`src/rtl/torque_limit_regs.vh`:
```
`ifndef TORQUE_LIMIT_REGS_VH
`define TORQUE_LIMIT_REGS_VH

// ------------------------------------------------------------
// Register offsets (byte addresses)
// ------------------------------------------------------------
`define OFS_FWD_CEIL 6'h00
`define OFS_REV_CEIL 6'h04
`define OFS_ANA_EN 6'h08
`define OFS_BAND 6'h0c
`define OFS_FILT 6'h10
`define OFS_INT_CEIL 6'h14
`define OFS_ANA_GAIN 6'h18
`define OFS_MODE 6'h1c
`define OFS_PSRC 6'h20
`define OFS_STATUS 6'h24
`define OFS_IRQ_EN 6'h28
`define OFS_IRQ_CLR 6'h2c
`define OFS_LIVE 6'h30

// ------------------------------------------------------------
// Reset values and limits
// ------------------------------------------------------------
`define RST_FWD_CEIL 16'h0064
`define RST_REV_CEIL 16'h0064
`define RST_BAND 16'h0002
`define RST_FILT 16'h000a
`define RST_INT_CEIL 16'h00c8
`define RST_GAIN 16'h0100
`define CEIL_MAX 16'h0320
`define FILT_MIN 16'h0001
`define FILT_MAX 16'h03e8
`define MODE_PULSE 4'h1
`define MODE_INTPOS 4'h5

// ------------------------------------------------------------
// Field positions
// ------------------------------------------------------------
`define PSRC_LOW 0
`define PSRC_HIGH 1
`define PSRC_INT 2
`define ST_FWD 0
`define ST_REV 1
`define ST_MODE 2

`endif

```
`src/rtl/servo_torque_limit_select.v`:
```
// Register access over Wishbone and the register offsets are this design's own decisions.
`timescale 1ns/1ps
`include "torque_limit_regs.vh"
module servo_torque_limit_select (
  // Clock and reset
  input wire ref_clk,
  input wire rst,
  // Wishbone slave
  input wire wb_cyc_i,
  input wire wb_stb_i,
  input wire wb_we_i,
  input wire [5:0] wb_adr_i,
  input wire [3:0] wb_sel_i,
  input wire [31:0] wb_dat_i,
  output reg [31:0] wb_dat_o,
  output reg wb_ack_o,
  // Terminals
  input wire forward_clamp_input,
  input wire reverse_clamp_input,
  input wire [15:0] analog_level,
  output reg torque_limited_output,
  // Torque loop
  input wire [15:0] torque_request,
  output reg [15:0] torque_command_q,
  output wire [15:0] fwd_limit,
  output wire [15:0] rev_limit,
  // Pulse sources
  input wire [15:0] low_pulse_count,
  input wire [15:0] high_pulse_count,
  input wire [15:0] int_pulse_count,
  output wire [15:0] pulse_cmd,
  output reg pulse_mode_q,
  output reg int_pos_mode_q,
  // Interrupt
  output wire irq
);

  // ----------------------------------------------------------
  // Settings
  // ----------------------------------------------------------
  reg [15:0] forward_torque_ceiling_q;
  reg [15:0] reverse_torque_ceiling_q;
  reg analog_limit_enable_q;
  reg [15:0] target_torque_band_q;
  reg [15:0] torque_filter_freq_q;
  reg [15:0] internal_torque_ceiling_q;
  reg [15:0] analog_torque_gain_q;
  reg [3:0] control_mode_select_q;
  reg [2:0] pulse_source_select_q;
  reg [2:0] irq_stat_q;
  reg [2:0] irq_en_q;
  reg mode_prev_q;

  // Bus strobes: a request is seen one edge before ack, a write lands with ack
  wire req_new = wb_cyc_i & wb_stb_i & ~wb_ack_o;
  wire wr_en = wb_cyc_i & wb_stb_i & wb_we_i & wb_ack_o;
  wire rd_en = req_new & ~wb_we_i;

  // Byte-lane merge of a 16-bit field
  function [15:0] merge16;
    input [15:0] old;
    input [31:0] dat;
    input [3:0] sel;
    begin
      merge16[7:0] = sel[0] ? dat[7:0] : old[7:0];
      merge16[15:8] = sel[1] ? dat[15:8] : old[15:8];
    end
  endfunction

  // Clamp to the allowed ceiling range
  function [15:0] clip_ceil;
    input [15:0] v;
    begin
      clip_ceil = (v > `CEIL_MAX) ? `CEIL_MAX : v;
    end
  endfunction

  // Clamp a filter setting into its legal range
  function [15:0] clip_filt;
    input [15:0] v;
    begin
      if (v < `FILT_MIN) begin
        clip_filt = `FILT_MIN;
      end else if (v > `FILT_MAX) begin
        clip_filt = `FILT_MAX;
      end else begin
        clip_filt = v;
      end
    end
  endfunction

  // Zero-extend a 16-bit field to a bus word
  function [31:0] zext16;
    input [15:0] v;
    begin
      zext16 = {16'h0000, v};
    end
  endfunction

  // ----------------------------------------------------------
  // Register writes
  // ----------------------------------------------------------
  // Settings, stored at the edge where the master sees ack
  always @(posedge ref_clk or posedge rst) begin
    if (rst) begin
      forward_torque_ceiling_q <= `RST_FWD_CEIL;
      reverse_torque_ceiling_q <= `RST_REV_CEIL;
      analog_limit_enable_q <= 1'b0;
      target_torque_band_q <= `RST_BAND;
      torque_filter_freq_q <= `RST_FILT;
      internal_torque_ceiling_q <= `RST_INT_CEIL;
      analog_torque_gain_q <= `RST_GAIN;
      control_mode_select_q <= 4'h0;
      pulse_source_select_q <= 3'h0;
      irq_en_q <= 3'h0;
    end else if (wr_en) begin
      case (wb_adr_i)
        `OFS_FWD_CEIL: begin
          forward_torque_ceiling_q <= clip_ceil(merge16(forward_torque_ceiling_q, wb_dat_i, wb_sel_i));
        end
        `OFS_REV_CEIL: begin
          reverse_torque_ceiling_q <= clip_ceil(merge16(reverse_torque_ceiling_q, wb_dat_i, wb_sel_i));
        end
        `OFS_ANA_EN: if (wb_sel_i[0]) begin
          analog_limit_enable_q <= wb_dat_i[0];
        end
        `OFS_BAND: begin
          target_torque_band_q <= merge16(target_torque_band_q, wb_dat_i, wb_sel_i);
        end
        `OFS_FILT: begin
          torque_filter_freq_q <= clip_filt(merge16(torque_filter_freq_q, wb_dat_i, wb_sel_i));
        end
        `OFS_INT_CEIL: begin
          internal_torque_ceiling_q <= clip_ceil(merge16(internal_torque_ceiling_q, wb_dat_i, wb_sel_i));
        end
        `OFS_ANA_GAIN: begin
          analog_torque_gain_q <= merge16(analog_torque_gain_q, wb_dat_i, wb_sel_i);
        end
        `OFS_MODE: if (wb_sel_i[0]) begin
          control_mode_select_q <= wb_dat_i[3:0];
        end
        `OFS_PSRC: if (wb_sel_i[0]) begin
          pulse_source_select_q <= wb_dat_i[2:0];
        end
        `OFS_IRQ_EN: if (wb_sel_i[0]) begin
          irq_en_q <= wb_dat_i[2:0];
        end
        default: begin
        end
      endcase
    end
  end

  // ----------------------------------------------------------
  // Ceiling selection and clamp
  // ----------------------------------------------------------
  torque_ceiling_select u_sel (
    .ref_clk(ref_clk),
    .rst(rst),
    .fwd_ceil(forward_torque_ceiling_q),
    .rev_ceil(reverse_torque_ceiling_q),
    .int_ceil(internal_torque_ceiling_q),
    .ana_gain(analog_torque_gain_q),
    .ana_en(analog_limit_enable_q),
    .fwd_clamp(forward_clamp_input),
    .rev_clamp(reverse_clamp_input),
    .analog_level(analog_level),
    .fwd_limit_q(fwd_limit),
    .rev_limit_q(rev_limit)
  );

  // Signed request magnitude against direction ceiling
  reg [15:0] req_mag;
  reg fwd_hit;
  reg rev_hit;
  reg [15:0] cmd_d;
  always @* begin
    req_mag = torque_request[15] ? (~torque_request + 16'h0001) : torque_request;
    fwd_hit = ~torque_request[15] & (req_mag > fwd_limit);
    rev_hit = torque_request[15] & (req_mag > rev_limit);
    if (fwd_hit) begin
      cmd_d = fwd_limit;
    end else if (rev_hit) begin
      cmd_d = ~rev_limit + 16'h0001;
    end else begin
      cmd_d = torque_request;
    end
  end

  // Clamped command and limited flag
  always @(posedge ref_clk or posedge rst) begin
    if (rst) begin
      torque_command_q <= 16'h0000;
      torque_limited_output <= 1'b0;
    end else begin
      torque_command_q <= cmd_d;
      torque_limited_output <= fwd_hit | rev_hit;
    end
  end

  // ----------------------------------------------------------
  // Mode decode and pulse command
  // ----------------------------------------------------------
  always @(posedge ref_clk or posedge rst) begin
    if (rst) begin
      pulse_mode_q <= 1'b0;
      int_pos_mode_q <= 1'b0;
    end else begin
      pulse_mode_q <= (control_mode_select_q == `MODE_PULSE);
      int_pos_mode_q <= (control_mode_select_q == `MODE_INTPOS);
    end
  end

  pulse_cmd_sum u_sum (
    .ref_clk(ref_clk),
    .rst(rst),
    .pulse_source_select(pulse_source_select_q),
    .low_pulse_count(low_pulse_count),
    .high_pulse_count(high_pulse_count),
    .int_pulse_count(int_pulse_count),
    .pulse_cmd_q(pulse_cmd)
  );

  // ----------------------------------------------------------
  // Interrupt status, set wins over clear
  // ----------------------------------------------------------
  wire [2:0] ev;
  wire [2:0] clr;
  wire mode_entry = pulse_mode_q & ~mode_prev_q; // Rising edge of pulse mode
  assign ev = {mode_entry, rev_hit, fwd_hit};
  assign clr = (wr_en && wb_adr_i == `OFS_IRQ_CLR && wb_sel_i[0]) ? wb_dat_i[2:0] : 3'h0;
  always @(posedge ref_clk or posedge rst) begin
    if (rst) begin
      irq_stat_q <= 3'h0;
      mode_prev_q <= 1'b0;
    end else begin
      irq_stat_q <= (irq_stat_q & ~clr) | ev;
      mode_prev_q <= pulse_mode_q;
    end
  end
  assign irq = |(irq_stat_q & irq_en_q);

  // ----------------------------------------------------------
  // Read data and ack
  // ----------------------------------------------------------
  // Read word of the addressed register
  reg [31:0] rd_word;
  always @* begin
    rd_word = 32'h00000000;
    case (wb_adr_i)
      `OFS_FWD_CEIL: begin
        rd_word = zext16(forward_torque_ceiling_q);
      end
      `OFS_REV_CEIL: begin
        rd_word = zext16(reverse_torque_ceiling_q);
      end
      `OFS_ANA_EN: begin
        rd_word = {31'h0, analog_limit_enable_q};
      end
      `OFS_BAND: begin
        rd_word = zext16(target_torque_band_q);
      end
      `OFS_FILT: begin
        rd_word = zext16(torque_filter_freq_q);
      end
      `OFS_INT_CEIL: begin
        rd_word = zext16(internal_torque_ceiling_q);
      end
      `OFS_ANA_GAIN: begin
        rd_word = zext16(analog_torque_gain_q);
      end
      `OFS_MODE: begin
        rd_word = {28'h0, control_mode_select_q};
      end
      `OFS_PSRC: begin
        rd_word = {29'h0, pulse_source_select_q};
      end
      `OFS_STATUS: begin
        rd_word = {29'h0, irq_stat_q};
      end
      `OFS_IRQ_EN: begin
        rd_word = {29'h0, irq_en_q};
      end
      `OFS_LIVE: begin
        rd_word = {rev_limit, fwd_limit};
      end
      default: begin
        rd_word = 32'h00000000;
      end
    endcase
  end

  // Registered read data and one-cycle ack
  always @(posedge ref_clk or posedge rst) begin
    if (rst) begin
      wb_ack_o <= 1'b0;
      wb_dat_o <= 32'h00000000;
    end else begin
      wb_ack_o <= req_new;
      if (rd_en) begin
        wb_dat_o <= rd_word;
      end
    end
  end

endmodule

```
`src/rtl/torque_ceiling_select.v`:
```
`timescale 1ns/1ps
`include "torque_limit_regs.vh"
module torque_ceiling_select (
  // Clock and reset
  input wire ref_clk,
  input wire rst,
  // Ceilings
  input wire [15:0] fwd_ceil,
  input wire [15:0] rev_ceil,
  input wire [15:0] int_ceil,
  input wire [15:0] ana_gain,
  input wire ana_en,
  input wire fwd_clamp,
  input wire rev_clamp,
  // Analog level, signed
  input wire [15:0] analog_level,
  // Results
  output reg [15:0] fwd_limit_q,
  output reg [15:0] rev_limit_q
);

  // ----------------------------------------------------------
  // Helpers
  // ----------------------------------------------------------
  function [15:0] min16;
    input [15:0] a;
    input [15:0] b;
    begin
      min16 = (a < b) ? a : b;
    end
  endfunction

  reg [15:0] mag;
  reg [31:0] prod;
  reg [15:0] ana_ceil;
  reg [15:0] fwd_d;
  reg [15:0] rev_d;

  // Analog magnitude, gain in 1/256 steps, saturated
  always @* begin
    mag = analog_level[15] ? (~analog_level + 16'h0001) : analog_level;
    prod = mag * ana_gain;
    ana_ceil = (prod[31:24] != 8'h00) ? 16'hffff : prod[23:8];
    fwd_d = min16(int_ceil, `CEIL_MAX);
    rev_d = fwd_d;
    if (fwd_clamp) begin
      fwd_d = min16(fwd_d, fwd_ceil);
    end
    if (rev_clamp) begin
      rev_d = min16(rev_d, rev_ceil);
    end
    if (ana_en) begin
      fwd_d = min16(fwd_d, ana_ceil);
      rev_d = min16(rev_d, ana_ceil);
    end
  end

  // Registered ceilings
  always @(posedge ref_clk or posedge rst) begin
    if (rst) begin
      fwd_limit_q <= 16'h0000;
      rev_limit_q <= 16'h0000;
    end else begin
      fwd_limit_q <= fwd_d;
      rev_limit_q <= rev_d;
    end
  end

endmodule

```
`src/rtl/pulse_cmd_sum.v`:
```
`timescale 1ns/1ps
`include "torque_limit_regs.vh"
module pulse_cmd_sum (
  // Clock and reset
  input wire ref_clk,
  input wire rst,
  // Source select and counts
  input wire [2:0] pulse_source_select,
  input wire [15:0] low_pulse_count,
  input wire [15:0] high_pulse_count,
  input wire [15:0] int_pulse_count,
  // Effective command
  output reg [15:0] pulse_cmd_q
);

  reg [15:0] sum_d;

  // Sum of every enabled source
  always @* begin
    sum_d = 16'h0000;
    if (pulse_source_select[`PSRC_LOW]) begin
      sum_d = sum_d + low_pulse_count;
    end
    if (pulse_source_select[`PSRC_HIGH]) begin
      sum_d = sum_d + high_pulse_count;
    end
    if (pulse_source_select[`PSRC_INT]) begin
      sum_d = sum_d + int_pulse_count;
    end
  end

  // Registered effective command
  always @(posedge ref_clk or posedge rst) begin
    if (rst) begin
      pulse_cmd_q <= 16'h0000;
    end else begin
      pulse_cmd_q <= sum_d;
    end
  end

endmodule

```
`config.mk`:
```
export PLATFORM = sky130hd
export DESIGN_NAME = servo_torque_limit_select
export DESIGN_NICKNAME = d
export VERILOG_FILES = /design/src/rtl/servo_torque_limit_select.v /design/src/rtl/torque_ceiling_select.v /design/src/rtl/pulse_cmd_sum.v
export VERILOG_INCLUDE_DIRS = /design/src /design/src/rtl
export SDC_FILE = /design/constraint.sdc
export NUM_CORES = 1
export LEC_CHECK = 0
export BUFFER_PORTS_ARGS = -buffer_cell sky130_fd_sc_hd__buf_2
export CAP_MARGIN = 20
export CORE_ASPECT_RATIO = 1.2
export CORE_UTILIZATION = 50
export CTS_CLUSTER_DIAMETER = 200
export DETAILED_ROUTE_END_ITERATION = 10
export PLACE_DENSITY = 0.68
export REMOVE_ABC_BUFFERS = 1
export SYNTH_ARGS = -nofsm -noshare
export SYNTH_HDL_FRONTEND = slang
export SYNTH_SLANG_ARGS = --single-unit
```
`constraint.sdc`:
```
create_clock -name ref_clk -period 15.4 [get_ports ref_clk]
set_clock_uncertainty 0.05 [all_clocks]
set_input_delay 3.08 -clock ref_clk [delete_from_list [all_inputs] [get_ports ref_clk]]
set_output_delay 3.08 -clock ref_clk [all_outputs]
set_load 0.03 [all_outputs]
```
==> results of run 1 <==
==> worst max-delay path, delay by kind of cell <==
kind / cells / cell delay (ns)
adders and majority gates: 8 / 3.75
AOI/OAI and AO/OA: 14 / 3.45
and+or+nand+nor: 11 / 3.06
buffers and inverters: 6 / 0.61
xor gates and xnor gates: 1 / 0.36
==> worst paths after layout <==
kind,end,slack (ns)
min,mode_prev_q,0.36
max in group asynchronous,analog_torque_gain_q[10],11.07
max,u_sel.rev_limit_q[14],1.38
min in group asynchronous,irq_stat_q[2],2.62
min reg2reg,mode_prev_q,0.36
max reg2reg,u_sel.rev_limit_q[14],4.91
==> placed cells by master (no fill, tap or decap), types with 62 or more instances in the layout <==
| master | n |
|---|---|
| inv_1 | 373 |
| nand2_1 | 312 |
| ha_1 | 223 |
| buf_2 | 211 |
| dfrtp_1 | 198 |
| fa_1 | 195 |
| and2_1 | 140 |
| a21oi_1 | 121 |
| o21ai_0 | 103 |
| nor2_1 | 92 |
| xnor2_1 | 69 |
| a22o_1 | 62 |
==> per-stage QoR <==
step                      setup WS (ns)  hold WS, ns
final                              1.38        0.363
after global routing              0.809        0.378
after CTS                          1.64        0.367
after detailed placement           1.09        0.345
after global placement             1.35        0.339
after floorplan                    2.39        0.350
==> logic make-up (layout without fill, tap and decap cells) <==
logic type / count (synthesis) / after routing / synth area share [%]
DFF: 211 / 211 / 22.6
adders and majority gates: 420 / 420 / 28.7
AOI/OAI and AO/OA: 583 / 583 / 17.3
and+or+nand+nor: 782 / 782 / 16.4
xor gates and xnor gates: 86 / 86 / 3.28
buffers and inverters: 492 / 668 / 8.00
muxes: 78 / 78 / 3.70
other: 1 / 12 / 0.0160
==> cells in the mapped netlist, types with 4 or more instances <==
cell type	count	area, sq um
a211o_1	4	35.0
a211oi_1	10	75.1
a21boi_0	6	45.0
a21o_1	38	285
a21oi_1	121	606
a221oi_1	16	140
a22o_1	62	543
a22oi_1	48	360
a31oi_1	17	106
and2_1	140	876
and3_1	14	87.6
and4_1	4	35.0
buf_1	10	37.5
buf_2	6	30.0
clkbuf_1	98	368
dfrtp_1	198	4950
dfstp_2	13	342
fa_1	195	3900
ha_1	223	2790
inv_1	374	1400
mux2_2	58	653
mux2i_1	17	170
nand2_1	312	1170
nand2b_1	15	93.8
nand3_1	44	220
nand3b_1	4	30.0
nand4_1	26	163
nor2_1	92	345
nor2b_1	36	225
nor3_1	39	195
nor4_1	20	125
o211ai_1	29	218
o21a_1	27	203
o21ai_0	103	515
o21ai_1	10	50.1
o21bai_1	19	143
o221ai_1	4	35.0
o31ai_1	8	60.1
o41ai_1	5	43.8
or2_2	6	37.5
or3_1	15	93.8
xnor2_1	74	648
xor2_1	11	96.3
==> state kept, by name (all words and copies together) (netlist names), 4 cells and up <==
register / cells
forward_torque_ceiling_q: 16
wb_dat_o: 32
target_torque_band_q: 16
control_mode_select_q: 4
reverse_torque_ceiling_q: 16
u_sel.fwd_limit_q: 16
u_sel.rev_limit_q: 16
internal_torque_ceiling_q: 16
u_sum.pulse_cmd_q: 16
torque_command_q: 16
torque_filter_freq_q: 16
analog_torque_gain_q: 16
==> power by group through the flow <==
| stage | clock network [uW] | logic [uW] | registers [uW] |
|---|---|---|---|
| floorplan | 0 | 166 | 598 |
| global placement | 0 | 289 | 585 |
| detailed placement | 0 | 297 | 585 |
| CTS | 623 | 298 | 575 |
| global route | 643 | 330 | 575 |
| finish | 614 | 300 | 575 |
==> layout make-up <==
cell class	count	share of cell area, %
multi-input combinational	1961	62.8
sequential	211	20.4
inverter	374	5.43
timing repair buffer	248	5.13
tap	616	2.96
clock buffer	30	2.59
clock inverter	16	0.678
==> layer usage <==
| metal | GRT usage, % | vias to the layer above | wire length (microns) |
|---|---|---|---|
| li1 | - | 9330 | - |
| met5 | 0 | - | 0 |
| met2 | 52.1 | 703 | 34500 |
| met4 | 11.5 | 0 | 2700 |
| met3 | 3.23 | 159 | 4290 |
| met1 | 38.9 | 10100 | 29400 |
==> impl_metrics.py, run 1 <==
metrics = {
    "final_layout": {
        "utilization_pct": 56.5,
        "register_area_sq_um": 5300,
        "num_antenna_cells": 0,
        "fin_cells": 3456,
        "finalInstanceArea_sq_um": 26000,
        "multi_input_area_sq_um": 16300,
        "fillers": 4255,
        "nNetsFinal": 3368,
        "area_delta_synth_final_pct": 11.1,
        "drive_gt1_share_pct": 14.3,
    },
    "cts": {
        "cts_tree": "built",
        "h-tree-depth": 1,
        "cts_made_buffers": 25,
        "ctsRootBufferMaster": "clkbuf_16",
        "ctsHoldBuffers": 0,
        "cts.clk_slew.worst_paths_ns": 0.06,
        "post-cts-setup-buffer-count": 0,
        "cts.path.max_buffers": 3,
        "clock-sinks": 211,
        "cts_resized": 0,
        "clk-insertion-delay-late_ns": 0.56,
    },
    "timing": {
        "rsz0062_at_grt": "no",
        "slew_headroom_pct": 28.0,
        "finalSetupViolations": 0,
        "finalCritPeriodShare_pct": 91.1,
        "drv_slew": 0,
        "hold_violations": 0,
        "period_needed_ns": 14.02,
        "fin_tns_setup_ns": 0,
        "fmax_mhz": 71.3,
        "worstMarginPinSlew_ns": 1.07,
    },
    "synthesis": {
        "mappedNetlistArea_sq_um": 23400,
        "synth_cells": 2653,
        "ys.flop_type": "dfrtp_1",
        "synth_seq_cells": 211,
        "avgSynthCellArea_sq_um": 8.82,
        "yosys_warnings": 0,
        "synth_edf_count": 0,
        "synth.distinct_cells": 96,
        "async_flop_share_pct": 100,
        "yosysSeqAreaShare_pct": 22.6,
    },
    "global_routing": {
        "antenna_found_initial": 0,
        "grt_max_degree": 138,
        "overflow": 0,
        "grt_pass1_vias": 20800,
        "grt_usage_pct": 30.3,
        "grt_pass1_wl_microns": 113000,
    },
    "pwr": {
        "p_sw_uw": 474,
        "pwr-share-clk_pct": 41.2,
        "combPwrFrac_pct": 20.2,
        "total_power_uw": 1490,
        "vdd_ir_drop_max_uv": 68.3,
        "seq_power_share_pct": 38.6,
        "leakage_uw": 0.0133,
        "netSwitchingFraction_pct": 31.8,
        "power.internal_uw": 1010,
        "pwr_density_cell_nw_per_um2": 57.3,
    },
    "critical_path": {
        "cp_slowest_cell": "nor4_1",
        "cpPeakStageDelay_ns": 0.57,
        "critPathLaunchType": "input pin",
        "endpoint_kind": "flip-flop",
        "worst-setup-path-type": "in2reg",
        "reg2reg_depth": 33,
        "crit_fanout": 18,
        "crit_top_cell": "fa_1",
        "critical_path_required_ns": 15.73,
        "arrival_ns": 14.35,
        "r2r-start": "analog_torque_gain_q[9]",
        "crit_path_start": "analog_level[0]",
    },
    "min_path": {
        "hp-start": "pulse_mode_q",
        "hold_depth": 0,
        "hold_class": "reg2reg",
    },
    "placed_design": {
        "postPlaceCellArea_sq_um": 25200,
        "hpwlAfterDp_microns": 56400,
        "numPortBuffers": 211,
        "gp_congestion": 0.966,
        "dp.cells": 3410,
    },
    "floorplanning": {
        "core_area_sq_um": 46100,
        "io_pins": 230,
        "start_util_pct": 50.8,
        "die_area_sq_um": 47700,
        "dieHeight_microns": 239,
        "rows": 86,
        "die_w_microns": 200,
    },
    "run_status": {
        "outcome": "finished clean",
    },
    "route": {
        "wl_per_cell_microns": 20.5,
        "first_pass_iters": 5,
        "vias": 20300,
        "antenna_left": 0,
        "wl_microns": 71000,
        "drt_iter0_markers": 1519,
        "drc": 0,
        "vias_per_cell": 5.87,
    },
    "flow_run": {
        "maxCapViolations": 0,
    },
}
Power figures use the tool's default switching activity.
==> inputs of run 2 (changes only) <==
Settings changed: GPL_TIMING_DRIVEN set to 0.
==> run 2 against run 1 <==
Compared with the run above: hold slack lost 0.017 ns; worst setup slack worse by 0.35 ns; cell area about the same; die area unchanged; combinational power about the same; fmax shrank 2.4%; core utilization about the same; global-route usage down 0.13 points; sequential cell count unchanged; sequential power about the same; non-clock buffer count down 18; critical endpoint is now u_sel.rev_limit_q[10]; highest routed layer unchanged.
==> impl_metrics.py, run 2 (synthesized netlist as in run 1, its figures left out) <==
metrics = {
    "floorplanning": {
        "io_pins": 230,
        "die_w_microns": 200,
        "start_util_pct": 50.8,
        "dieHeight_microns": 239,
        "rows": 86,
        "core_area_sq_um": 46100,
        "die_area_sq_um": 47700,
    },
    "route": {
        "vias_per_cell": 5.90,
        "drt_iter0_markers": 1271,
        "first_pass_iters": 6,
        "wl_microns": 70900,
        "drc": 0,
        "antenna_left": 0,
        "vias": 20300,
        "wl_per_cell_microns": 20.6,
    },
    "critical_path": {
        "cpPeakStageDelay_ns": 0.78,
        "critical_path_required_ns": 15.65,
        "cp_top_family": "adder cells",
        "endpoint_kind": "flip-flop",
        "crit_fanout": 18,
        "arrival_ns": 14.62,
        "cp_slowest_cell": "xor2_2",
        "worst-setup-path-type": "in2reg",
        "r2r_end": "u_sel.rev_limit_q[10]",
        "critPathLaunchType": "input pin",
        "reg2reg_depth": 35,
        "r2r-start": "analog_torque_gain_q[9]",
        "crit_top_cell": "fa_1",
        "ff2ff_setup_slack_ns": 4.69,
        "critPathBufInv": 6,
    },
    "timing": {
        "drv_slew": 0,
        "worstMarginPinSlew_ns": 1.09,
        "fmax_mhz": 69.6,
        "finalCritPeriodShare_pct": 93.3,
        "whs_ns": 0.346,
        "hold_violations": 0,
        "period_needed_ns": 14.37,
        "slew_headroom_pct": 26.5,
        "setup_slack_ns": 1.03,
        "finalSetupViolations": 0,
        "rsz0062_at_grt": "no",
    },
    "run_status": {
        "outcome": "finished clean",
    },
    "flow_run": {
        "maxCapViolations": 0,
    },
    "pwr": {
        "total_power_uw": 1470,
        "vdd_ir_drop_max_uv": 66.4,
        "pwr_density_cell_nw_per_um2": 56.7,
        "leakage_uw": 0.0133,
    },
    "min_path": {
        "hold_depth": 0,
        "hp-start": "pulse_mode_q",
        "min_to": "mode_prev_q",
        "hold_class": "reg2reg",
    },
    "cts": {
        "clk-insertion-delay-late_ns": 0.55,
        "cts.clk_slew.worst_paths_ns": 0.06,
        "clock-sinks": 211,
        "cts_tree": "built",
        "cts.path.max_buffers": 3,
        "h-tree-depth": 1,
        "ctsRootBufferMaster": "clkbuf_16",
        "cts_made_buffers": 24,
    },
    "final_layout": {
        "drive_gt1_share_pct": 13.9,
        "regMostFlops": "wb_dat_o",
        "layout_common_cells": "inv_1, nand2_1, ha_1",
        "largest_register_ffs": 32,
        "final_common_cell": "inv_1",
        "num_antenna_cells": 0,
        "finalInstanceArea_sq_um": 26000,
        "utilization_pct": 56.4,
        "nNetsFinal": 3349,
        "area_delta_synth_final_pct": 11.0,
    },
    "placed_design": {
        "hpwlAfterDp_microns": 56900,
        "numPortBuffers": 211,
        "place_ws_ns": 0.273,
        "gp_congestion": 0.980,
        "postPlaceCellArea_sq_um": 25200,
    },
    "global_routing": {
        "overflow": 0,
        "grt_pass1_vias": 20800,
        "grt_pass1_wl_microns": 112000,
        "grt_max_degree": 123,
        "grt_usage_pct": 30.2,
        "antenna_found_initial": 0,
    },
}
run 2: routing by layer:
layer  GRT usage [%]  part of all wire [%]
met1            38.6                    41
met2            52.6                    49
met4            9.76                   3.0
met5               0                     0
met3            3.56                   6.3
run 2: final cells by class:
type	count	area, sq um
Clock inverter	13	164
Clock buffer	31	657
Timing Repair Buffer	230	1290
Inverter	374	1410
Sequential cell	211	5300
Fill cell	4258	20100
Multi-Input combinational cell	1961	16400
Tap cell	616	771
run 2: timing repair:
action,CTS,global route
buffers inserted,0,0
resized for setup,0,1
endpoints found under the setup margin,0,9
hold buffers,0,0
run 2: how the worst max path moves through the flow:
stage / endpoint / slack (ns) / cells after the start / start
final: u_sel.rev_limit_q[10] / 1.03 / 42 / analog_level[0]
after global routing: u_sel.rev_limit_q[9] / 0.30 / 42 / analog_level[0]
after CTS: u_sel.rev_limit_q[10] / 0.80 / 42 / analog_level[0]
after detailed placement: u_sel.rev_limit_q[12] / 0.27 / 42 / analog_level[0]
after global placement: u_sel.rev_limit_q[12] / -0.89 / 38 / analog_level[0]
after floorplan: u_sel.rev_limit_q[2] / 2.39 / 37 / analog_level[5]
run 2: worst reg2reg max path: cells and delay by family (launching register included):
kind	cells	cell delay [ns]
fa+ha+maj	8	3.84
flops	1	0.93
buf+inv	5	0.25
compound gates	13	2.92
simple gates	9	2.46
run 2: stage by stage:
step	setup TNS, ns	cells
detailed placement	0	3391
global route	0	3436
finish	0	3436
CTS	0	3435
global placement	-12.02	3373
floorplan	0	2546
run 2: power breakdown:
| part | switching [uW] | internal [uW] | total, uW | leakage [uW] |
|---|---|---|---|---|
| logic | 203 | 96.4 | 299 | 0.0101 |
| registers | 10.3 | 565 | 575 | 0.00275 |
| clock network | 243 | 354 | 598 | 0.000400 |
